## config.mk

```make
export PLATFORM = sky130hd
export DESIGN_NAME = vpic_top
export DESIGN_NICKNAME = d
export VERILOG_FILES = /design/src/verilog/vpic_pkg.sv /design/src/verilog/vpic_arb_if.sv /design/src/verilog/vpic_top.sv /design/src/verilog/vpic_user_arb.sv /design/src/verilog/vpic_trap_arb.sv
export SDC_FILE = /design/constraint.sdc
export NUM_CORES = 2
export LEC_CHECK = 0
export ABC_AREA = 1
export BUFFER_PORTS_ARGS = -buffer_cell sky130_fd_sc_hd__buf_2
export CAP_MARGIN = 20
export CORE_ASPECT_RATIO = 1.4
export CORE_MARGIN = 2
export CORE_UTILIZATION = 42
export DETAILED_ROUTE_END_ITERATION = 6
export PLACE_DENSITY = 0.55
export RECOVER_POWER = 25
export SETUP_SLACK_MARGIN = 0.15
export SYNTH_ARGS = -nofsm -noshare
export SYNTH_HDL_FRONTEND = slang
export SYNTH_SLANG_ARGS = --single-unit
```

## constraint.sdc

```tcl
create_clock -name clk_sys_in -period 133.8 [get_ports clk_sys_in]
set_clock_uncertainty 0.05 [all_clocks]
set_input_delay 6.69 -clock clk_sys_in [delete_from_list [all_inputs] [get_ports clk_sys_in]]
set_output_delay 6.69 -clock clk_sys_in [all_outputs]
set_load 0.05 [all_outputs]
```

## src/verilog/vpic_pkg.sv

```systemverilog
// Package of constants and types for the vectored priority interrupt controller.
package vpic_pkg;
   // Source and register counts.
   localparam int NUM_SRC = 72;
   localparam int NUM_FLAG_REGS = 5;
   localparam int NUM_PRIO_REGS = 18;
   localparam int NUM_TRAPS = 8;
   localparam int NUM_EXT = 5;
   localparam int FLAG_BITS = 16 * NUM_FLAG_REGS;
   // Register byte offsets on the bus.
   localparam logic [7:0] OFS_GCTL1 = 8'h00;
   localparam logic [7:0] OFS_GCTL2 = 8'h04;
   localparam logic [7:0] OFS_FLAG0 = 8'h08;
   localparam logic [7:0] OFS_EN0 = 8'h20;
   localparam logic [7:0] OFS_PRIO0 = 8'h40;
   localparam logic [7:0] OFS_CAPTURE = 8'h90;
   localparam logic [7:0] OFS_CPU_STATUS = 8'h94;
   localparam logic [7:0] OFS_CORE_CTRL = 8'h98;
   localparam logic [7:0] OFS_IRQ_STAT = 8'h9C;
   localparam logic [7:0] OFS_IRQ_MASK = 8'hA0;
   // Field positions and writable masks.
   localparam int NEST_DIS_BIT = 15;
   localparam int ALT_SEL_BIT = 15;
   localparam int CPU_LOW_LSB = 5;
   localparam int CPU_TOP_BIT = 3;
   localparam int CAP_LVL_LSB = 8;
   localparam logic [15:0] GCTL1_WMASK = 16'hFFFE;
   localparam logic [15:0] GCTL2_WMASK = 16'h801F;
   localparam logic [15:0] GCTL_RESET = 16'h0000;
   // Trap slot to trap flag bit in the first global register; zero marks a reserved slot.
   localparam int TRAP_FLAG_BIT [NUM_TRAPS] = '{0, 1, 3, 2, 4, 5, 0, 0};
   localparam logic [7:0] TRAP_SLOT_MASK = 8'h3E;
   localparam logic [3:0] TRAP_LVL_TOP = 4'hF;
   // Request numbers of the external pins, in pin order.
   localparam int EXT_SRC [NUM_EXT] = '{0, 20, 29, 53, 54};
   // Vector numbering and table addresses.
   localparam logic [6:0] USER_VEC_OFS = 7'h08;
   localparam logic [23:0] PRIMARY_BASE = 24'h000004;
   localparam logic [23:0] ALTERNATE_BASE = 24'h000104;
   localparam int VEC_STRIDE = 2;
   // Interrupt status bit positions.
   localparam int IST_TRAP = 0;
   localparam int IST_USER = 1;
   localparam int IST_W = 2;
   // Bus handshake states.
   typedef enum logic [1:0] {
      VPIC_BUS_IDLE = 2'b01,
      VPIC_BUS_ACK = 2'b10
   } vpic_bus_t;
endpackage

```

## src/verilog/vpic_arb_if.sv

```systemverilog
// Interface between the register core and its two priority encoders.
`timescale 1ns/10ps
`default_nettype none
interface vpic_arb_if;
   import vpic_pkg::*;
   logic [NUM_SRC-1:0] flag;
   logic [NUM_SRC-1:0] en;
   logic [NUM_SRC-1:0][2:0] prio;
   logic [3:0] cpu_level;
   logic usr_found;
   logic [6:0] usr_irq;
   logic [2:0] usr_lvl;
   logic [NUM_TRAPS-1:0] trap_flag;
   logic trap_found;
   logic [2:0] trap_slot;
   logic [3:0] trap_lvl;
   modport ctl(output flag, en, prio, cpu_level, trap_flag,
      input usr_found, usr_irq, usr_lvl, trap_found, trap_slot, trap_lvl);
   modport arb(input flag, en, prio, cpu_level, output usr_found, usr_irq, usr_lvl);
   modport trap(input trap_flag, output trap_found, trap_slot, trap_lvl);
endinterface
`default_nettype wire

```

## src/verilog/vpic_top.sv

```systemverilog
// Register core, bus slave and vector presentation of the interrupt controller.
`timescale 1ns/10ps
`default_nettype none
module vpic_top
(
   // Clock and reset.
   input wire logic clk_sys_in,
   input wire logic rst_in,
   // Avalon-MM register slave.
   input wire logic [7:0] avs_address_in,
   input wire logic avs_read_in,
   input wire logic avs_write_in,
   input wire logic [31:0] avs_writedata_in,
   output logic [31:0] avs_readdata_out,
   output logic avs_waitrequest_out,
   // Request sources.
   input wire logic [vpic_pkg::NUM_SRC-1:0] src_req_in,
   input wire logic [vpic_pkg::NUM_EXT-1:0] ext_pin_in,
   input wire logic [vpic_pkg::NUM_TRAPS-1:0] trap_req_in,
   // Processor core side.
   input wire logic core_ack_in,
   output logic core_req_out,
   output logic [6:0] core_vector_out,
   output logic [3:0] core_level_out,
   output logic [23:0] core_vec_addr_out,
   output logic [3:0] cpu_level_out,
   // Summary interrupt.
   output logic irq_out
);
   import vpic_pkg::*;

   typedef struct packed {
      // Bus slave.
      vpic_bus_t bus;
      logic waitreq;
      logic [31:0] rdata;
      // Software registers.
      logic [15:0] gctl1;
      logic [15:0] gctl2;
      logic [FLAG_BITS-1:0] flag;
      logic [FLAG_BITS-1:0] en;
      logic [NUM_SRC-1:0][2:0] prio;
      logic [2:0] cpu_low;
      logic cpu_top;
      logic [6:0] cap_vec;
      logic [3:0] cap_lvl;
      // Pin history and summary status.
      logic [NUM_EXT-1:0] ext_prev;
      logic [IST_W-1:0] ist;
      logic [IST_W-1:0] imask;
      // Vector presented to the core.
      logic req;
      logic [6:0] vec;
      logic [3:0] lvl;
      logic [23:0] vaddr;
      logic irq;
   } vpic_state_t;

   vpic_state_t s_q;
   vpic_state_t s_d;
   vpic_arb_if arb_bus();

   // Bus strobes, decode helpers and arbitration results.
   logic acc_rd;
   logic acc_wr;
   logic [7:0] rel;
   logic [5:0] widx;
   logic [FLAG_BITS-1:0] flag_set;
   logic [NUM_TRAPS-1:0] trap_set;
   logic [15:0] wd;
   logic [31:0] rd;
   logic take_trap;
   logic take_user;
   logic [6:0] pick_vec;
   logic [3:0] pick_lvl;
   logic ext_edge;

   // Encoders see the live register state.
   assign arb_bus.flag = s_q.flag[NUM_SRC-1:0];
   assign arb_bus.en = s_q.en[NUM_SRC-1:0];
   assign arb_bus.prio = s_q.prio;
   assign arb_bus.cpu_level = {s_q.cpu_top, s_q.cpu_low};
   // Trap flags live in the first global register; reserved slots never raise one.
   always_comb
   begin
      for (int t = 0; t < NUM_TRAPS; t++)
      begin
         arb_bus.trap_flag[t] = TRAP_SLOT_MASK[t] && s_q.gctl1[TRAP_FLAG_BIT[t]];
      end
   end

   // The encoders are pure logic; their results are registered with the rest of the state.
   vpic_user_arb u_user_arb
   (
      .bus(arb_bus.arb)
   );

   vpic_trap_arb u_trap_arb
   (
      .bus(arb_bus.trap)
   );

   // Request events: peripheral inputs plus selected edges on the external pins.
   always_comb
   begin
      flag_set = '0;
      flag_set[NUM_SRC-1:0] = src_req_in;
      for (int e = 0; e < NUM_EXT; e++)
      begin
         // A set polarity bit chooses the falling edge instead of the rising one.
         ext_edge = s_q.gctl2[e] ? (s_q.ext_prev[e] && !ext_pin_in[e])
            : (!s_q.ext_prev[e] && ext_pin_in[e]);
         flag_set[EXT_SRC[e]] = flag_set[EXT_SRC[e]] | ext_edge;
      end
      trap_set = trap_req_in & TRAP_SLOT_MASK;
   end

   // Traps beat user requests; a trap is never gated by the enable or flag registers.
   always_comb
   begin
      take_trap = arb_bus.trap_found && (arb_bus.trap_lvl > {s_q.cpu_top, s_q.cpu_low});
      take_user = !take_trap && arb_bus.usr_found;
      pick_vec = take_trap ? {4'h0, arb_bus.trap_slot} : (arb_bus.usr_irq + USER_VEC_OFS);
      pick_lvl = take_trap ? arb_bus.trap_lvl : {1'b0, arb_bus.usr_lvl};
   end

   // Read mux; unmapped offsets and unused bits answer zero.
   always_comb
   begin
      rd = 32'h0000_0000;
      rel = 8'h00;
      if (avs_address_in == OFS_GCTL1)
      begin
         rd[15:0] = s_q.gctl1;
      end
      else if (avs_address_in == OFS_GCTL2)
      begin
         rd[15:0] = s_q.gctl2;
      end
      else if (avs_address_in >= OFS_FLAG0 && avs_address_in < OFS_FLAG0 + 8'(4 * NUM_FLAG_REGS))
      begin
         rel = avs_address_in - OFS_FLAG0;
         rd[15:0] = s_q.flag[16 * rel[7:2] +: 16];
      end
      else if (avs_address_in >= OFS_EN0 && avs_address_in < OFS_EN0 + 8'(4 * NUM_FLAG_REGS))
      begin
         rel = avs_address_in - OFS_EN0;
         rd[15:0] = s_q.en[16 * rel[7:2] +: 16];
      end
      else if (avs_address_in >= OFS_PRIO0 && avs_address_in < OFS_PRIO0 + 8'(4 * NUM_PRIO_REGS))
      begin
         rel = avs_address_in - OFS_PRIO0;
         // Four three-bit fields per word, one to a nibble.
         for (int f = 0; f < 4; f++)
         begin
            rd[4 * f +: 3] = s_q.prio[4 * rel[7:2] + f];
         end
      end
      else if (avs_address_in == OFS_CAPTURE)
      begin
         rd[6:0] = s_q.cap_vec;
         rd[CAP_LVL_LSB +: 4] = s_q.cap_lvl;
      end
      else if (avs_address_in == OFS_CPU_STATUS)
      begin
         rd[CPU_LOW_LSB +: 3] = s_q.cpu_low;
      end
      else if (avs_address_in == OFS_CORE_CTRL)
      begin
         rd[CPU_TOP_BIT] = s_q.cpu_top;
      end
      else if (avs_address_in == OFS_IRQ_STAT)
      begin
         rd[IST_W-1:0] = s_q.ist;
      end
      else if (avs_address_in == OFS_IRQ_MASK)
      begin
         rd[IST_W-1:0] = s_q.imask;
      end
   end

   // Next state: bus handshake, register writes, hardware sets and vector presentation.
   always_comb
   begin
      s_d = s_q;
      wd = avs_writedata_in[15:0];
      widx = 6'h00;
      acc_rd = 1'b0;
      acc_wr = 1'b0;
      // One wait cycle per access keeps read data coming straight from a flip-flop.
      case (s_q.bus)
         VPIC_BUS_IDLE:
         begin
            if (avs_read_in || avs_write_in)
            begin
               s_d.bus = VPIC_BUS_ACK;
               s_d.waitreq = 1'b0;
               s_d.rdata = avs_read_in ? rd : 32'h0000_0000;
            end
         end
         VPIC_BUS_ACK:
         begin
            // The access completes on this edge, which the master samples.
            s_d.bus = VPIC_BUS_IDLE;
            s_d.waitreq = 1'b1;
            acc_rd = avs_read_in;
            acc_wr = avs_write_in;
         end
         default:
         begin
            s_d.bus = VPIC_BUS_IDLE;
            s_d.waitreq = 1'b1;
         end
      endcase
      // Software writes land on the edge that ends the wait.
      if (acc_wr)
      begin
         if (avs_address_in == OFS_GCTL1)
         begin
            // Software may clear trap flags; a trap in the same cycle sets them again below.
            s_d.gctl1 = wd & GCTL1_WMASK;
         end
         else if (avs_address_in == OFS_GCTL2)
         begin
            s_d.gctl2 = wd & GCTL2_WMASK;
         end
         else if (avs_address_in >= OFS_FLAG0
            && avs_address_in < OFS_FLAG0 + 8'(4 * NUM_FLAG_REGS))
         begin
            widx = 6'(avs_address_in - OFS_FLAG0 >> 2);
            // Writing a one sets a flag as well; hardware sets are merged in afterwards.
            s_d.flag[16 * widx +: 16] = wd;
         end
         else if (avs_address_in >= OFS_EN0 && avs_address_in < OFS_EN0 + 8'(4 * NUM_FLAG_REGS))
         begin
            widx = 6'(avs_address_in - OFS_EN0 >> 2);
            s_d.en[16 * widx +: 16] = wd;
         end
         else if (avs_address_in >= OFS_PRIO0
            && avs_address_in < OFS_PRIO0 + 8'(4 * NUM_PRIO_REGS))
         begin
            widx = 6'(avs_address_in - OFS_PRIO0 >> 2);
            for (int f = 0; f < 4; f++)
            begin
               s_d.prio[4 * widx + f] = wd[4 * f +: 3];
            end
         end
         else if (avs_address_in == OFS_CPU_STATUS)
         begin
            // With nesting disabled a write leaves the level bits as they are.
            if (!s_q.gctl1[NEST_DIS_BIT])
            begin
               s_d.cpu_low = wd[CPU_LOW_LSB +: 3];
            end
         end
         else if (avs_address_in == OFS_CORE_CTRL)
         begin
            // Clear-only from software, so only a taken trap sets the top level bit.
            s_d.cpu_top = s_q.cpu_top & wd[CPU_TOP_BIT];
         end
         else if (avs_address_in == OFS_IRQ_MASK)
         begin
            // Mask bits follow the layout of the status bits.
            s_d.imask = wd[IST_W-1:0];
         end
      end
      // Reading the status register clears it.
      if (acc_rd && avs_address_in == OFS_IRQ_STAT)
      begin
         s_d.ist = '0;
      end
      // Hardware sets come after software clears so a same-cycle event survives.
      s_d.flag = s_d.flag | flag_set;
      // Bits above the last request number do not exist and read as zero.
      s_d.flag[FLAG_BITS-1:NUM_SRC] = '0;
      s_d.en[FLAG_BITS-1:NUM_SRC] = '0;
      for (int t = 0; t < NUM_TRAPS; t++)
      begin
         if (trap_set[t])
         begin
            s_d.gctl1[TRAP_FLAG_BIT[t]] = 1'b1;
         end
      end
      // Pin history follows the pins every cycle, so a polarity change makes no edge.
      s_d.ext_prev = ext_pin_in;
      // Present the winner and latch it as the pending capture.
      s_d.req = take_trap || take_user;
      if (take_trap || take_user)
      begin
         s_d.vec = pick_vec;
         s_d.lvl = pick_lvl;
         s_d.cap_vec = pick_vec;
         s_d.cap_lvl = pick_lvl;
         s_d.vaddr = (s_q.gctl2[ALT_SEL_BIT] ? ALTERNATE_BASE : PRIMARY_BASE)
            + 24'(VEC_STRIDE) * {17'h00000, pick_vec};
      end
      // The core taking a vector raises the CPU level to the vector's level.
      // It wins over a software write of the level in the same cycle.
      if (core_ack_in && s_q.req)
      begin
         s_d.cpu_top = s_q.lvl[3];
         s_d.cpu_low = s_q.lvl[2:0];
         s_d.req = 1'b0;
      end
      // Status bits are set after the read clear, so an event in that cycle survives.
      if (trap_set != '0)
      begin
         s_d.ist[IST_TRAP] = 1'b1;
      end
      if (take_user && !s_q.req)
      begin
         s_d.ist[IST_USER] = 1'b1;
      end
      s_d.irq = (s_d.ist & s_d.imask) != '0;
   end

   // Single state register; reset clears every field except the bus state, which goes idle, and waitrequest, which goes high.
   always_ff @(posedge clk_sys_in)
   begin
      if (rst_in)
      begin
         s_q <= '0;
         s_q.bus <= VPIC_BUS_IDLE;
         s_q.waitreq <= 1'b1;
         s_q.gctl1 <= GCTL_RESET;
         s_q.gctl2 <= GCTL_RESET;
      end
      else
      begin
         s_q <= s_d;
      end
   end

   // Outputs come straight from the state register.
   assign avs_readdata_out = s_q.rdata;
   assign avs_waitrequest_out = s_q.waitreq;
   assign core_req_out = s_q.req;
   assign core_vector_out = s_q.vec;
   assign core_level_out = s_q.lvl;
   assign core_vec_addr_out = s_q.vaddr;
   assign cpu_level_out = {s_q.cpu_top, s_q.cpu_low};
   assign irq_out = s_q.irq;
endmodule
`default_nettype wire

```

## src/verilog/vpic_user_arb.sv

```systemverilog
// Picks the winning user request by programmed and then natural priority.
`timescale 1ns/10ps
`default_nettype none
module vpic_user_arb
(
   // Encoder connection.
   vpic_arb_if.arb bus
);
   import vpic_pkg::*;

   logic blocked;

   // Ascending scan with a strict compare keeps the lowest request on a tie.
   always_comb
   begin
      blocked = bus.cpu_level[3] || (bus.cpu_level[2:0] == 3'h7);
      bus.usr_found = 1'b0;
      bus.usr_irq = 7'h00;
      bus.usr_lvl = 3'h0;
      for (int i = 0; i < NUM_SRC; i++)
      begin
         if (!blocked && bus.flag[i] && bus.en[i] && ({1'b0, bus.prio[i]} > bus.cpu_level)
            && (!bus.usr_found || bus.prio[i] > bus.usr_lvl))
         begin
            bus.usr_found = 1'b1;
            bus.usr_irq = 7'(i);
            bus.usr_lvl = bus.prio[i];
         end
      end
   end
endmodule
`default_nettype wire

```

## src/verilog/vpic_trap_arb.sv

```systemverilog
// Picks the pending trap of lowest slot and gives its fixed level.
`timescale 1ns/10ps
`default_nettype none
module vpic_trap_arb
(
   // Encoder connection.
   vpic_arb_if.trap bus
);
   import vpic_pkg::*;

   // Descending scan so the lowest pending slot is the last one taken.
   always_comb
   begin
      bus.trap_found = 1'b0;
      bus.trap_slot = 3'h0;
      bus.trap_lvl = 4'h0;
      for (int i = NUM_TRAPS - 1; i >= 0; i--)
      begin
         if (bus.trap_flag[i] && TRAP_SLOT_MASK[i])
         begin
            bus.trap_found = 1'b1;
            bus.trap_slot = 3'(i);
            bus.trap_lvl = TRAP_LVL_TOP - 4'(i);
         end
      end
   end
endmodule
`default_nettype wire

```

==> out/summary.log <==
[sta] fmax 0.01148 GHz
[worst_setup_path] Worst EP required 134.31 ns
[clocking] H-tree levels 2
[clocking] clock tree from TritonCTS yes
[drt] number of optimization iterations in the first detailed-route pass 7
[yosys] cell area after technology mapping 35790 um2
[worst_setup_path] r2r setup slk 46.68 ns
[global_route] global routing usage summed across all routing layers 36.46%
[sta] setup repair after global routing missed its margin no
[finish] area of all placed cells without fillers 38690 um2
[yosys] sequential fraction of the synthesis area 24.22%
[die] Core Box Area 84340 um2
[drt] post-route ant nets 0
[placement] gpl congestion 0.9914
[yosys] prevailing post-synth register cell dfxtp_1
[finish] fill cell instance count of the final layout 8994
[finish] P&R area growth vs syn 8.107%
[drt] drt first-iter violations 3514
[global_route] global routing met1 resource utilization 41.54%
[sta] portion of the clock cycle consumed by the worst path in the final layout 65.11%
[worst_setup_path] CP max stage cell clkinv_2
[sta] Worst slew margin -78.30%
[clocking] clock latency reported for the late side of the worst-skew pair 0.67 ns
[placement] I/O Buffers 153
[finish] Finished Core Util 45.87%
[worst_hold_path] Hold/Removal Path Class flop to flop
[sta] post-route setup TNS 0 ns
[sta] slew at the pin with the worst max-slew slack 2.674 ns
[sta] Final min period 87.12 ns
[clocking] CTS clk-pin slew, worst paths 0.06 ns
[worst_setup_path] arrival time at the worst endpoint 87.63 ns
[drt] post-route DRC violation count 0
[worst_setup_path] start-to-end type of the worst setup path flop to flop
[yosys] number of storage elements in the synthesis netlist 433
[yosys] synthesis warning total 0
[yosys] largest area contributor in the synthesized netlist dfxtp_1
[yosys] number of unique standard cell types used by synthesis 66
[worst_setup_path] type of destination of the critical path flop
[global_route] antenna violations before repair 7
[clocking] total clock buffers created by CTS 50
[drt] average wire per standard cell 24.84 um
[global_route] vias in the first global route 35060
[clocking] root buffer cell clkbuf_16
[die] die area 87600 um2
[worst_setup_path] largest fanout on the critical path 22
[global_route] first-pass GRT wire length 235.5 mm
[yosys] share of Yosys cell area claimed by the top area cell type 24.22%
[run] number of maximum-capacitance violations 4
[clocking] cells resized by post-CTS repair 0
[die] Row Count 126
[pwr] areal power density over the cells 9.039 nW/um2
[placement] final HPWL from detailed placement 123.2 mm
[pwr] Static Leak 18.20 nW
[die] die extent in x 250.7 um
[yosys] dominant cells by area after synthesis dfxtp_1 (24%), ha_1 (14%), o21ai_0 (10%)
[outcome] outcome finished with violations
[global_route] met3 Track Usage GR 5.579%
[outcome] failing checks max-capacitance violations, max-slew violations
[placement] Worst Setup Slack post-DPL 47.27 ns
[placement] Placement Cell Area 36980 um2
[finish] Layout Nets 5995
[yosys] cell count after synthesis 5489
[sta] Final Hold Vio Count 0
[global_route] GRT busiest layer met2
[yosys] EDFF count, synth 0
[global_route] maximum number of pins on one net before global-route repair 159
[die] Die Y-Extent 349.4 um
[worst_setup_path] Worst path most repeated cell o21ai_0
[sta] final setup violation count 0
[clocking] Post CTS Setup Buffer Count 0
[sta] Slew Viols, Final 121
[worst_setup_path] largest stage delay on the critical path 0.52 ns
[yosys] post-synthesis area per instance 6.520 um2
[worst_setup_path] type of element launching the critical path flop
[drt] total detailed-routing wirelength 164.1 mm
[drt] vias post-DR 38160
[drt] Via-to-Cell Ratio 5.775
[clocking] count of clock tree sinks 433
[yosys] Async SR Flop Fraction 0%
[clocking] Post-CTS Hold Fix Bufs 0
[pwr] highest ir drop seen on vdd 0.01090 mV
[global_route] global-route congestion overflow total 0
[finish] share of final-layout standard cells stronger than drive strength 1 8.766%
[clocking] clock buffer depth 3
[die] I/O pin count 204
[global_route] GR Layer Usage met2 61.55%
[sta] Worst Setup Slack, final 46.68 ns
[die] initial standard-cell utilization of the core 42.43%
final timing paths:
kind | start | endpoint | cells past startpoint
setup / recovery | cpu_level_out[1] | core_vec_addr_out[6] | 652
hold / removal | flop | flop | 2
setup reg to reg | cpu_level_out[1] | core_vec_addr_out[6] | 652
hold reg to reg | flop | flop | 2
placed cells by master (no fill, tap or decap), types with 50 or more instances in the layout:
cell	n
a211oi_1	89
a21oi_1	556
buf_2	110
clkbuf_1	63
clkbuf_16	50
dfxtp_1	432
ha_1	392
inv_1	729
nand2_1	921
nand2_2	181
nand3_1	295
nor2_1	363
nor3_1	93
o21ai_0	725
critical path, delay by kind of cell (launching register included):
family	cells	cell delay, ns
buffers and inverters	90	5.89
AO/OA/AOI/OAI	171	30.80
adder cells (fa/ha/maj)	73	22.90
flip-flops	1	0.46
AND/OR/NAND/NOR	318	26.95
routing by layer:
metal / wire, um / up-vias / part of all wire (%)
met2: 75790 / 1568 / 46
li1: - / 18520 / -
met1: 62800 / 17600 / 38
met5: 13 / - / 0.0079
met3: 10910 / 465 / 6.6
met4: 14640 / 2 / 8.9
stage by stage:
stage	cells	power [mW]	hold WS [ns]
5_1_grt	6599	0.3592	0.4280
3_3_place_gp	6503	0.1986	0.4008
2_1_floorplan	5519	0.1765	0.3839
3_5_place_dp	6503	0.1991	0.3977
4_1_cts	6592	0.3493	0.4073
6_report	6607	0.3497	0.4105
cells in the mapped netlist, drive strengths merged (41+ instances only):
| master | number |
|---|---|
| nand2 | 1107 |
| inv | 741 |
| o21ai | 731 |
| a21oi | 558 |
| dfxtp | 433 |
| ha | 392 |
| nor2 | 368 |
| nand3 | 317 |
| clkbuf | 213 |
| nor3 | 97 |
| buf | 90 |
| a211oi | 89 |
| a31oi | 48 |
| o211ai | 41 |
report_power, final:
| group | internal [mW] | total [mW] | switching [mW] |
|---|---|---|---|
| registers | 0.132 | 0.137 | 0.00559 |
| logic | 0.0150 | 0.0604 | 0.0454 |
| clock network | 0.0861 | 0.152 | 0.0658 |
| total | 0.233 | 0.350 | 0.117 |
cells by family (layout without fill, tap and decap cells):
group | Yosys count | after routing | synth area share, %
simple gates | 1968 | 1968 | 24.38
compound gates | 1637 | 1637 | 25.60
buf+inv | 1055 | 1046 | 12.01
flops | 433 | 433 | 24.22
fa+ha+maj | 392 | 392 | 13.70
xor+xnor | 3 | 3 | 0.07343
other cells | 1 | 40 | 0.01048
layout make-up:
class	instances	area, um2	area share (%)
tap	1088	1361	3.518
timing repair buffer	205	1101	2.846
sequential	433	8672	22.41
antenna	9	22.52	0.05821
clock inverter	16	270.3	0.6985
inverter	752	2839	7.338
multi-input combinational	4031	22960	59.33
clock buffer	73	1468	3.793
(Power assumes the default switching activity.)
